==> src/hw/mult_pkg.sv <==
package mult_pkg;

	// ----------------------------------------------------------------
	// Register byte offsets
	// ----------------------------------------------------------------
	localparam logic [3:0] OFS_CTRL = 4'h0;
	localparam logic [3:0] OFS_PROD_LO = 4'h4;
	localparam logic [3:0] OFS_PROD_HI = 4'h8;
	localparam logic [3:0] OFS_STATUS = 4'hC;

	// ----------------------------------------------------------------
	// Control field positions
	// ----------------------------------------------------------------
	localparam int CTRL_DUAL = 0;
	localparam int CTRL_DATA_REG = 1;
	localparam int CTRL_SIGN_REG = 2;
	localparam int CTRL_OUT_LO = 3;
	localparam int CTRL_OUT_HI = 4;
	localparam int CTRL_W = 5;

	// ----------------------------------------------------------------
	// Reset values
	// ----------------------------------------------------------------
	localparam logic [4:0] CTRL_RST = 5'h00;
	localparam logic [31:0] RDATA_RST = 32'h0000_0000;

	// ----------------------------------------------------------------
	// Operating modes
	// ----------------------------------------------------------------
	typedef enum logic [0:0]
	{
		MODE_WIDE = 1'b0,
		MODE_DUAL = 1'b1
	} mult_mode_e;

endpackage

==> src/hw/mult_lane.sv <==
`timescale 1ns/1ps
// Full precision W x W multiplier, each operand signed or unsigned
module mult_lane #(
	parameter int W = 9
) (
	input wire logic [W-1:0] a,
	input wire logic [W-1:0] b,
	input wire logic a_signed,
	input wire logic b_signed,
	output logic [2*W-1:0] p
);
	wire logic signed [W:0] a_ext;
	wire logic signed [W:0] b_ext;
	wire logic signed [2*W+1:0] p_full;

	// Extend with sign bit or zero, then multiply signed
	assign a_ext = {a_signed & a[W-1], a};
	assign b_ext = {b_signed & b[W-1], b};
	assign p_full = a_ext * b_ext;
	// Low 2W bits hold every result exactly
	assign p = p_full[2*W-1:0];
endmodule

==> src/hw/mult_block.sv <==
// Our own choices: the address map and the Avalon-MM slave port.
`timescale 1ns/1ps
module mult_block
	import mult_pkg::*;
#(
	parameter int AW = 18,
	parameter int NW = 9
) (
	input wire logic sys_clk,
	input wire logic rst_n,
	input wire logic mult_aclr,
	input wire logic mult_clk_en,
	input wire logic [AW-1:0] opnd_a,
	input wire logic [AW-1:0] opnd_b,
	input wire logic operand_a_sign_select,
	input wire logic operand_b_sign_select,
	output logic [2*AW-1:0] product,
	input wire logic [3:0] avs_address,
	input wire logic avs_read,
	input wire logic avs_write,
	input wire logic [31:0] avs_writedata,
	output logic [31:0] avs_readdata,
	output logic avs_waitrequest
);
	localparam int PW = 2 * AW;

	// ----------------------------------------------------------------
	// Control register and bus slave
	// ----------------------------------------------------------------
	logic [CTRL_W-1:0] ctrl_ff;
	logic [31:0] avs_readdata_ff;
	logic avs_waitrequest_ff;
	wire logic bus_req;
	wire logic bus_done;
	wire logic ctrl_we;
	wire logic [31:0] rd_mux;
	wire logic [31:0] status_word;
	wire logic [CTRL_W-1:0] nxt_ctrl_ff;
	wire logic nxt_avs_waitrequest_ff;
	wire logic [31:0] nxt_avs_readdata_ff;
	wire mult_mode_e mode;
	wire logic sign_a_eff;
	wire logic sign_b_eff;
	wire logic [PW-1:0] raw_prod;

	assign bus_req = avs_read | avs_write;
	assign bus_done = bus_req & ~avs_waitrequest_ff;
	assign ctrl_we = avs_write & bus_done & (avs_address == OFS_CTRL);
	assign nxt_ctrl_ff = ctrl_we ? avs_writedata[CTRL_W-1:0] : ctrl_ff;
	assign nxt_avs_waitrequest_ff = ~(bus_req & avs_waitrequest_ff);
	assign status_word = {29'h0, sign_b_eff, sign_a_eff, mode};
	assign rd_mux = (avs_address == OFS_CTRL) ?
		{{(32-CTRL_W){1'b0}}, ctrl_ff} :
		(avs_address == OFS_PROD_LO) ? product[31:0] :
		(avs_address == OFS_PROD_HI) ? {{(64-PW){1'b0}}, product[PW-1:32]} :
		(avs_address == OFS_STATUS) ? status_word : RDATA_RST;
	assign nxt_avs_readdata_ff = (avs_read & avs_waitrequest_ff) ?
		rd_mux : avs_readdata_ff;

	always_ff @(posedge sys_clk)
	begin
		if (!rst_n)
		begin
			ctrl_ff <= CTRL_RST;
			avs_waitrequest_ff <= 1'b1;
			avs_readdata_ff <= RDATA_RST;
		end
		else
		begin
			ctrl_ff <= nxt_ctrl_ff;
			avs_waitrequest_ff <= nxt_avs_waitrequest_ff;
			avs_readdata_ff <= nxt_avs_readdata_ff;
		end
	end

	assign avs_waitrequest = avs_waitrequest_ff;
	assign avs_readdata = avs_readdata_ff;
	assign mode = mult_mode_e'(ctrl_ff[CTRL_DUAL]);

	// ----------------------------------------------------------------
	// Input registers: data and dedicated sign register
	// ----------------------------------------------------------------
	logic [AW-1:0] a_reg_ff;
	logic [AW-1:0] b_reg_ff;
	logic sign_a_ff;
	logic sign_b_ff;
	wire logic [AW-1:0] a_eff;
	wire logic [AW-1:0] b_eff;

	// Shared clock, enable and clear for every multiplier register
	always_ff @(posedge sys_clk or posedge mult_aclr)
	begin
		if (mult_aclr)
		begin
			a_reg_ff <= '0;
			b_reg_ff <= '0;
			sign_a_ff <= 1'b0;
			sign_b_ff <= 1'b0;
		end
		else if (!rst_n)
		begin
			a_reg_ff <= '0;
			b_reg_ff <= '0;
			sign_a_ff <= 1'b0;
			sign_b_ff <= 1'b0;
		end
		else if (mult_clk_en)
		begin
			a_reg_ff <= opnd_a;
			b_reg_ff <= opnd_b;
			sign_a_ff <= operand_a_sign_select;
			sign_b_ff <= operand_b_sign_select;
		end
	end

	assign a_eff = ctrl_ff[CTRL_DATA_REG] ? a_reg_ff : opnd_a;
	assign b_eff = ctrl_ff[CTRL_DATA_REG] ? b_reg_ff : opnd_b;
	// Sign selects taken live or through their own register
	assign sign_a_eff = ctrl_ff[CTRL_SIGN_REG] ?
		sign_a_ff : operand_a_sign_select;
	assign sign_b_eff = ctrl_ff[CTRL_SIGN_REG] ?
		sign_b_ff : operand_b_sign_select;

	// ----------------------------------------------------------------
	// Multipliers: one wide, two narrow
	// ----------------------------------------------------------------
	wire logic [PW-1:0] wide_p;
	wire logic [2*NW-1:0] lo_p;
	wire logic [2*NW-1:0] hi_p;

	// One sign pair feeds every lane of the block
	mult_lane #(.W(AW)) u_wide (
		.a(a_eff),
		.b(b_eff),
		.a_signed(sign_a_eff),
		.b_signed(sign_b_eff),
		.p(wide_p)
	);

	mult_lane #(.W(NW)) u_lo (
		.a(a_eff[NW-1:0]),
		.b(b_eff[NW-1:0]),
		.a_signed(sign_a_eff),
		.b_signed(sign_b_eff),
		.p(lo_p)
	);

	mult_lane #(.W(NW)) u_hi (
		.a(a_eff[2*NW-1:NW]),
		.b(b_eff[2*NW-1:NW]),
		.a_signed(sign_a_eff),
		.b_signed(sign_b_eff),
		.p(hi_p)
	);

	assign raw_prod = (mode == MODE_DUAL) ?
		{hi_p, lo_p} : wide_p;

	// ----------------------------------------------------------------
	// Output registers in 18-bit sections
	// ----------------------------------------------------------------
	logic [AW-1:0] out_lo_ff;
	logic [AW-1:0] out_hi_ff;
	wire logic out_lo_on;
	wire logic out_hi_on;

	// Wide mode joins both sections under one enable
	assign out_lo_on = ctrl_ff[CTRL_OUT_LO];
	assign out_hi_on = (mode == MODE_DUAL) ?
		ctrl_ff[CTRL_OUT_HI] : ctrl_ff[CTRL_OUT_LO];

	always_ff @(posedge sys_clk or posedge mult_aclr)
	begin
		if (mult_aclr)
		begin
			out_lo_ff <= '0;
			out_hi_ff <= '0;
		end
		else if (!rst_n)
		begin
			out_lo_ff <= '0;
			out_hi_ff <= '0;
		end
		else if (mult_clk_en)
		begin
			out_lo_ff <= raw_prod[AW-1:0];
			out_hi_ff <= raw_prod[PW-1:AW];
		end
	end

	assign product = {(out_hi_on ? out_hi_ff : raw_prod[PW-1:AW]),
		(out_lo_on ? out_lo_ff : raw_prod[AW-1:0])};

	// ----------------------------------------------------------------
	// Checks
	// ----------------------------------------------------------------
	a_unsigned_prod: assert property (
		@(posedge sys_clk) disable iff (!rst_n || mult_aclr)
		(mode == MODE_WIDE && !sign_a_eff && !sign_b_eff) |->
		raw_prod == {{AW{1'b0}}, a_eff} * {{AW{1'b0}}, b_eff})
		else $error("unsigned wide product wrong");

	a_signed_prod: assert property (
		@(posedge sys_clk) disable iff (!rst_n || mult_aclr)
		(mode == MODE_WIDE && sign_a_eff && sign_b_eff) |->
		$signed(raw_prod) == $signed(a_eff) * $signed(b_eff))
		else $error("signed wide product wrong");

	a_wide_mixed: assert property (
		@(posedge sys_clk) disable iff (!rst_n || mult_aclr)
		(mode == MODE_WIDE && !sign_a_eff && sign_b_eff) |->
		$signed(raw_prod) == $signed({1'b0, a_eff}) * $signed(b_eff))
		else $error("mixed sign wide product wrong");

	a_dual_unsigned: assert property (
		@(posedge sys_clk) disable iff (!rst_n || mult_aclr)
		(mode == MODE_DUAL && !sign_a_eff && !sign_b_eff) |->
		raw_prod[2*NW-1:0] == a_eff[NW-1:0] * b_eff[NW-1:0] &&
		raw_prod[PW-1:2*NW] == a_eff[2*NW-1:NW] * b_eff[2*NW-1:NW])
		else $error("dual lanes not independent");

	a_dual_hi_signs: assert property (
		@(posedge sys_clk) disable iff (!rst_n || mult_aclr)
		(mode == MODE_DUAL && !sign_a_eff && sign_b_eff) |->
		$signed(raw_prod[PW-1:2*NW]) ==
		$signed({1'b0, a_eff[2*NW-1:NW]}) * $signed(b_eff[2*NW-1:NW]))
		else $error("dual high lane sign handling wrong");

	a_dual_signs: assert property (
		@(posedge sys_clk) disable iff (!rst_n || mult_aclr)
		(mode == MODE_DUAL && sign_a_eff && !sign_b_eff) |->
		$signed(raw_prod[2*NW-1:0]) ==
		$signed(a_eff[NW-1:0]) * $signed({1'b0, b_eff[NW-1:0]}))
		else $error("dual low lane sign handling wrong");

	a_sign_bypass: assert property (
		@(posedge sys_clk) disable iff (!rst_n || mult_aclr)
		!ctrl_ff[CTRL_SIGN_REG] |->
		sign_a_eff == operand_a_sign_select &&
		sign_b_eff == operand_b_sign_select)
		else $error("live sign selects not followed");

	a_sign_capture: assert property (
		@(posedge sys_clk) disable iff (!rst_n || mult_aclr)
		(ctrl_ff[CTRL_SIGN_REG] && mult_clk_en && !ctrl_we) |=>
		sign_a_eff == $past(operand_a_sign_select) &&
		sign_b_eff == $past(operand_b_sign_select))
		else $error("sign register missed capture");

	a_data_capture: assert property (
		@(posedge sys_clk) disable iff (!rst_n || mult_aclr)
		(ctrl_ff[CTRL_DATA_REG] && mult_clk_en && !ctrl_we) |=>
		a_eff == $past(opnd_a) && b_eff == $past(opnd_b))
		else $error("data register missed capture");

	a_sign_hold: assert property (
		@(posedge sys_clk) disable iff (!rst_n || mult_aclr)
		(ctrl_ff[CTRL_SIGN_REG] && !mult_clk_en && !ctrl_we) |=>
		$stable(sign_a_eff) && $stable(sign_b_eff))
		else $error("sign register moved without enable");

	a_wide_section: assert property (
		@(posedge sys_clk) disable iff (!rst_n || mult_aclr)
		(mode == MODE_WIDE && out_lo_on && mult_clk_en && !ctrl_we) |=>
		product == $past(raw_prod))
		else $error("wide output section not registered whole");

	a_dual_sections: assert property (
		@(posedge sys_clk) disable iff (!rst_n || mult_aclr)
		(mode == MODE_DUAL && out_hi_on && mult_clk_en && !ctrl_we) |=>
		product[PW-1:AW] == $past(raw_prod[PW-1:AW]))
		else $error("dual high section not registered");

	a_outreg_hold: assert property (
		@(posedge sys_clk) disable iff (!rst_n || mult_aclr)
		(out_lo_on && !mult_clk_en && !ctrl_we) |=>
		$stable(product[AW-1:0]))
		else $error("output register moved without enable");

	a_hi_hold: assert property (
		@(posedge sys_clk) disable iff (!rst_n || mult_aclr)
		(out_hi_on && !mult_clk_en && !ctrl_we) |=>
		$stable(product[PW-1:AW]))
		else $error("high output section moved without enable");

	a_aclr_zero: assert property (
		@(posedge sys_clk) disable iff (!rst_n)
		mult_aclr |-> out_lo_ff == '0 && out_hi_ff == '0 &&
		a_reg_ff == '0 && sign_a_ff == 1'b0)
		else $error("clear did not zero registers");

endmodule

==> config.mk <==
export PLATFORM = sky130hd
export DESIGN_NAME = mult_block
export DESIGN_NICKNAME = d
export VERILOG_FILES = /design/src/hw/mult_pkg.sv /design/src/hw/mult_lane.sv /design/src/hw/mult_block.sv
export SDC_FILE = /design/constraint.sdc
export NUM_CORES = 2
export LEC_CHECK = 0
export BUFFER_PORTS_ARGS = -buffer_cell sky130_fd_sc_hd__clkbuf_2
export CORE_ASPECT_RATIO = 0.5
export CORE_MARGIN = 2
export CORE_UTILIZATION = 40
export CTS_BUF_LIST = sky130_fd_sc_hd__clkbuf_4 sky130_fd_sc_hd__clkbuf_8 sky130_fd_sc_hd__clkbuf_16
export CTS_CLUSTER_DIAMETER = 100
export DETAILED_ROUTE_END_ITERATION = 6
export SLEW_MARGIN = 20
export SYNTH_ARGS = -nofsm -noshare
export SYNTH_HDL_FRONTEND = slang
export SYNTH_SLANG_ARGS = --single-unit
==> constraint.sdc <==
create_clock -name sys_clk -period 9.13 [get_ports sys_clk]
set_input_delay 1.3695 -clock sys_clk [delete_from_list [all_inputs] [get_ports sys_clk]]
set_output_delay 1.3695 -clock sys_clk [all_outputs]
set_load 0.05 [all_outputs]
==> summary.md <==
| Metric | Value |
|---|---|
| Synth Instances | 2,557 |
| RSZ-0062 raised after global routing | yes |
| Routed Antenna Nets | 0 |
| DR DRC count | 0 |
| Worst skew pair latency | 0.38 ns |
| Most common cell in the synthesized netlist | inv_1 |
| Gr usage total | 23.6% |
| Total gr overflow | 0 |
| Wire length per cell | 18.9 um |
| Synth top area cells | fa_1 39%, ha_1 9.9%, inv_1 8.9% |
| Die height | 175 um |
| Die area | 60,500 um2 |
| WS Path Type | in -> out |
| Crit path DAT | 7.75 ns |
| Fin. max-slew vios | 0 |
| Final Core Density | 50.6% |
| Cell count after placement | 3,694 |
| Final Non-Filler Cells | 3,753 |
| Final nets | 3,692 |
| DRT iter0 DRCs | 1,372 |
| Yosys warnings | 0 |
| Hold depth | 2 |
| Hold_buf cts | 0 |
| Pin count of the biggest net entering global routing | 97 |
| Final min period | 9.12 ns |
| Commonest cells in the netlist | 556 x inv_1, 450 x fa_1, 287 x nand2_1 |
| Least-Margin Pin Slew | 0.986 ns |
| Ys async rst share | 66.1% |
| Clk slew on worst S/H paths | 0.08 ns |
| Placed Instance Area | 27,600 um2 |
| FILL cells | 5,418 |
| Crit end category | output pin |
| Req. time, crit path | 7.76 ns |
| Clock buffer depth | 2 |
| Reg2Reg Setup Slack | 1.67 ns |
| CTS tree | done |
| Synth-to-Final Area Change | 24.8% |
| Synth cell types | 80 |
| Htree depth | 3 |
| Clk sinks | 112 |
| Max Freq | 0.110 GHz |
| Final number of hold-violating endpoints | 0 |
| Root buffer cell | clkbuf_16 |
| Layout cells sized above 1 | 24.4% |
| RR Endpoint | avs_readdata[1] |
| Final period util | 99.9% |
| IO buf count | 121 |
| Max-cap violations | 0 |
| Initial Utilization | 40.6% |
| Max-slew headroom | 34.2% |
| Drt total wl | 70,900 um |
| Crit start category | input port |
| Die width | 346 um |
| Main synth FF type | dfrtp_1 |
| # setup viols final | 0 |
| Outcome | finished clean |
| Post-synth EDFFs | 0 |
| Post-synth top area cell | fa_1 |
| Worst Path Max Fanout | 6 |
| #FFs+latches synth | 112 |
| Core footprint | 57,600 um2 |
| Min-delay src | avs_readdata[17] |
| Initial antenna violation count | 3 |
| First-pass GRT wire length | 110,000 um |
| FF-to-FF Start | ctrl_ff[1] |
| DP Wirelength | 59,100 um |
| Routed vias/inst | 5.06 |
| Mean Syn Cell Area | 9.14 um2 |
| Worst reg-to-reg path cell count | 26 |
| GPL Wtd Cong | 0.899 |
| Io pins | 149 |
| Hold crit path type | reg -> reg |
| Final instance area | 29,200 um2 |
| Skew final | 0.0168 ns |
| Syn Nets | 3,271 |
| Syn Std Cell Area | 23,400 um2 |
| Share of the yosys chip area belonging to registers | 11.2% |
| # rows | 62 |
| Number of iterations in the first detailed-routing pass | 7 |
| Top-area cell type share of the netlist area | 38.6% |
| Num CTS Buffers | 9 |
| Hold endpoint | avs_readdata[17] |
| Vias | 19,000 |
| Vias in the first global route | 19,400 |
==> cell usage in the layout, fill, tap and decap left out, types with 13 or more instances in the layout <==
master / instances
a21o_1: 19
inv_1: 539
nor2_1: 205
o21ai_1: 16
nand3_1: 14
o211a_1: 14
a21oi_1: 63
o21a_1: 16
xor2_1: 17
a21oi_2: 15
buf_6: 22
dfrtp_1: 74
o21ai_0: 34
dfxtp_1: 36
ha_4: 14
fa_2: 21
nand2_1: 268
clkbuf_2: 94
xnor2_1: 48
a22o_1: 19
buf_12: 30
mux2_4: 26
mux2_2: 28
buf_4: 341
mux2i_1: 81
nor2b_1: 58
fa_1: 429
ha_1: 166
nand2_2: 13
inv_2: 16
==> state kept, by name (all words and copies together) (netlist names) <==
name and cells:
avs_waitrequest 1, a_reg_ff 18, sign_b_ff 1, sign_a_ff 1
out_lo_ff 18, b_reg_ff 18, ctrl_ff 5, avs_readdata 32
out_hi_ff 18
==> final cells by class <==
| type | count | area, um2 | share of cell area [%] |
|---|---|---|---|
| Clock buffer | 10 | 239 | 0.820 |
| Tap cell | 768 | 961 | 3.30 |
| Sequential cell | 112 | 2620 | 8.98 |
| Antenna cell | 2 | 5.00 | 0.0172 |
| Multi-Input combinational cell | 1805 | 19200 | 65.9 |
| Timing Repair Buffer | 492 | 3940 | 13.5 |
| Clock inverter | 6 | 82.6 | 0.283 |
| Inverter | 558 | 2100 | 7.20 |
==> how the worst max path moves through the flow <==
| stage | startpoint | end | cells after the start |
|---|---|---|---|
| 2_1_floorplan | opnd_a[17] | product[35] | 21 |
| 3_3_place_gp | operand_a_sign_select | product[35] | 28 |
| 3_5_place_dp | opnd_a[8] | product[34] | 27 |
| 4_1_cts | opnd_a[7] | product[22] | 25 |
| 5_1_grt | opnd_a[17] | product[33] | 25 |
| 6_report | opnd_a[17] | product[35] | 28 |
==> through the flow <==
step	setup slack, ns	hold WS, ns	setup TNS (ns)
2_1_floorplan	-0.0171	0.495	-0.0171
3_3_place_gp	-0.337	0.439	-3.51
3_5_place_dp	-0.398	0.445	-4.41
4_1_cts	0.000269	0.463	0
5_1_grt	-0.197	0.496	-1.19
6_report	0.00830	0.461	0
==> timing repair <==
action,in CTS,in global routing
setup endpoints to repair,20,21
resized for setup,82,147
endpoints found under the hold margin,0,0
gates cloned,1,1
pin swaps,35,55
setup buffers,12,27
==> metal layers <==
layer,track usage (%),up-vias,share of wire [%]
li1,-,8787,-
met1,33.4,9662,45
met2,39.1,478,47
met3,3.00,70,6.0
met4,4.55,0,1.9
met5,0,-,0
==> worst max-delay path, stage by stage <==
cell     delay [ns]
buf_4          0.10
mux2i_4        0.07
nor2_4         0.24
buf_6          0.17
nand2_2        0.08
buf_4          0.13
fa_1           0.48
inv_1          0.06
fa_1           0.54
inv_1          0.06
fa_1           0.50
inv_1          0.05
fa_2           0.55
fa_1           0.43
fa_1           0.45
ha_1           0.29
ha_1           0.30
and3_4         0.20
o211a_1        0.20
o31ai_1        0.09
a31oi_1        0.17
buf_4          0.19
a41oi_4        0.14
o21ai_2        0.16
a21oi_1        0.07
a31o_2         0.27
o31ai_4        0.22
buf_12         0.17
==> cells by family (layout without fill, tap and decap cells) <==
family	Yosys count	count (layout)	share of synthesized area [%]
AND/OR/NAND/NOR	654	654	12.1
buffers and inverters	642	1066	10.4
adder cells (fa/ha/maj)	634	634	48.4
AO/OA/AOI/OAI	303	303	8.83
multiplexers	146	148	6.63
flip-flops	112	112	11.2
XOR/XNOR	66	66	2.47
other	0	2	0
Power is not shown: default switching activity piles up to over one toggle a cycle in this logic, so the estimate is an artifact.
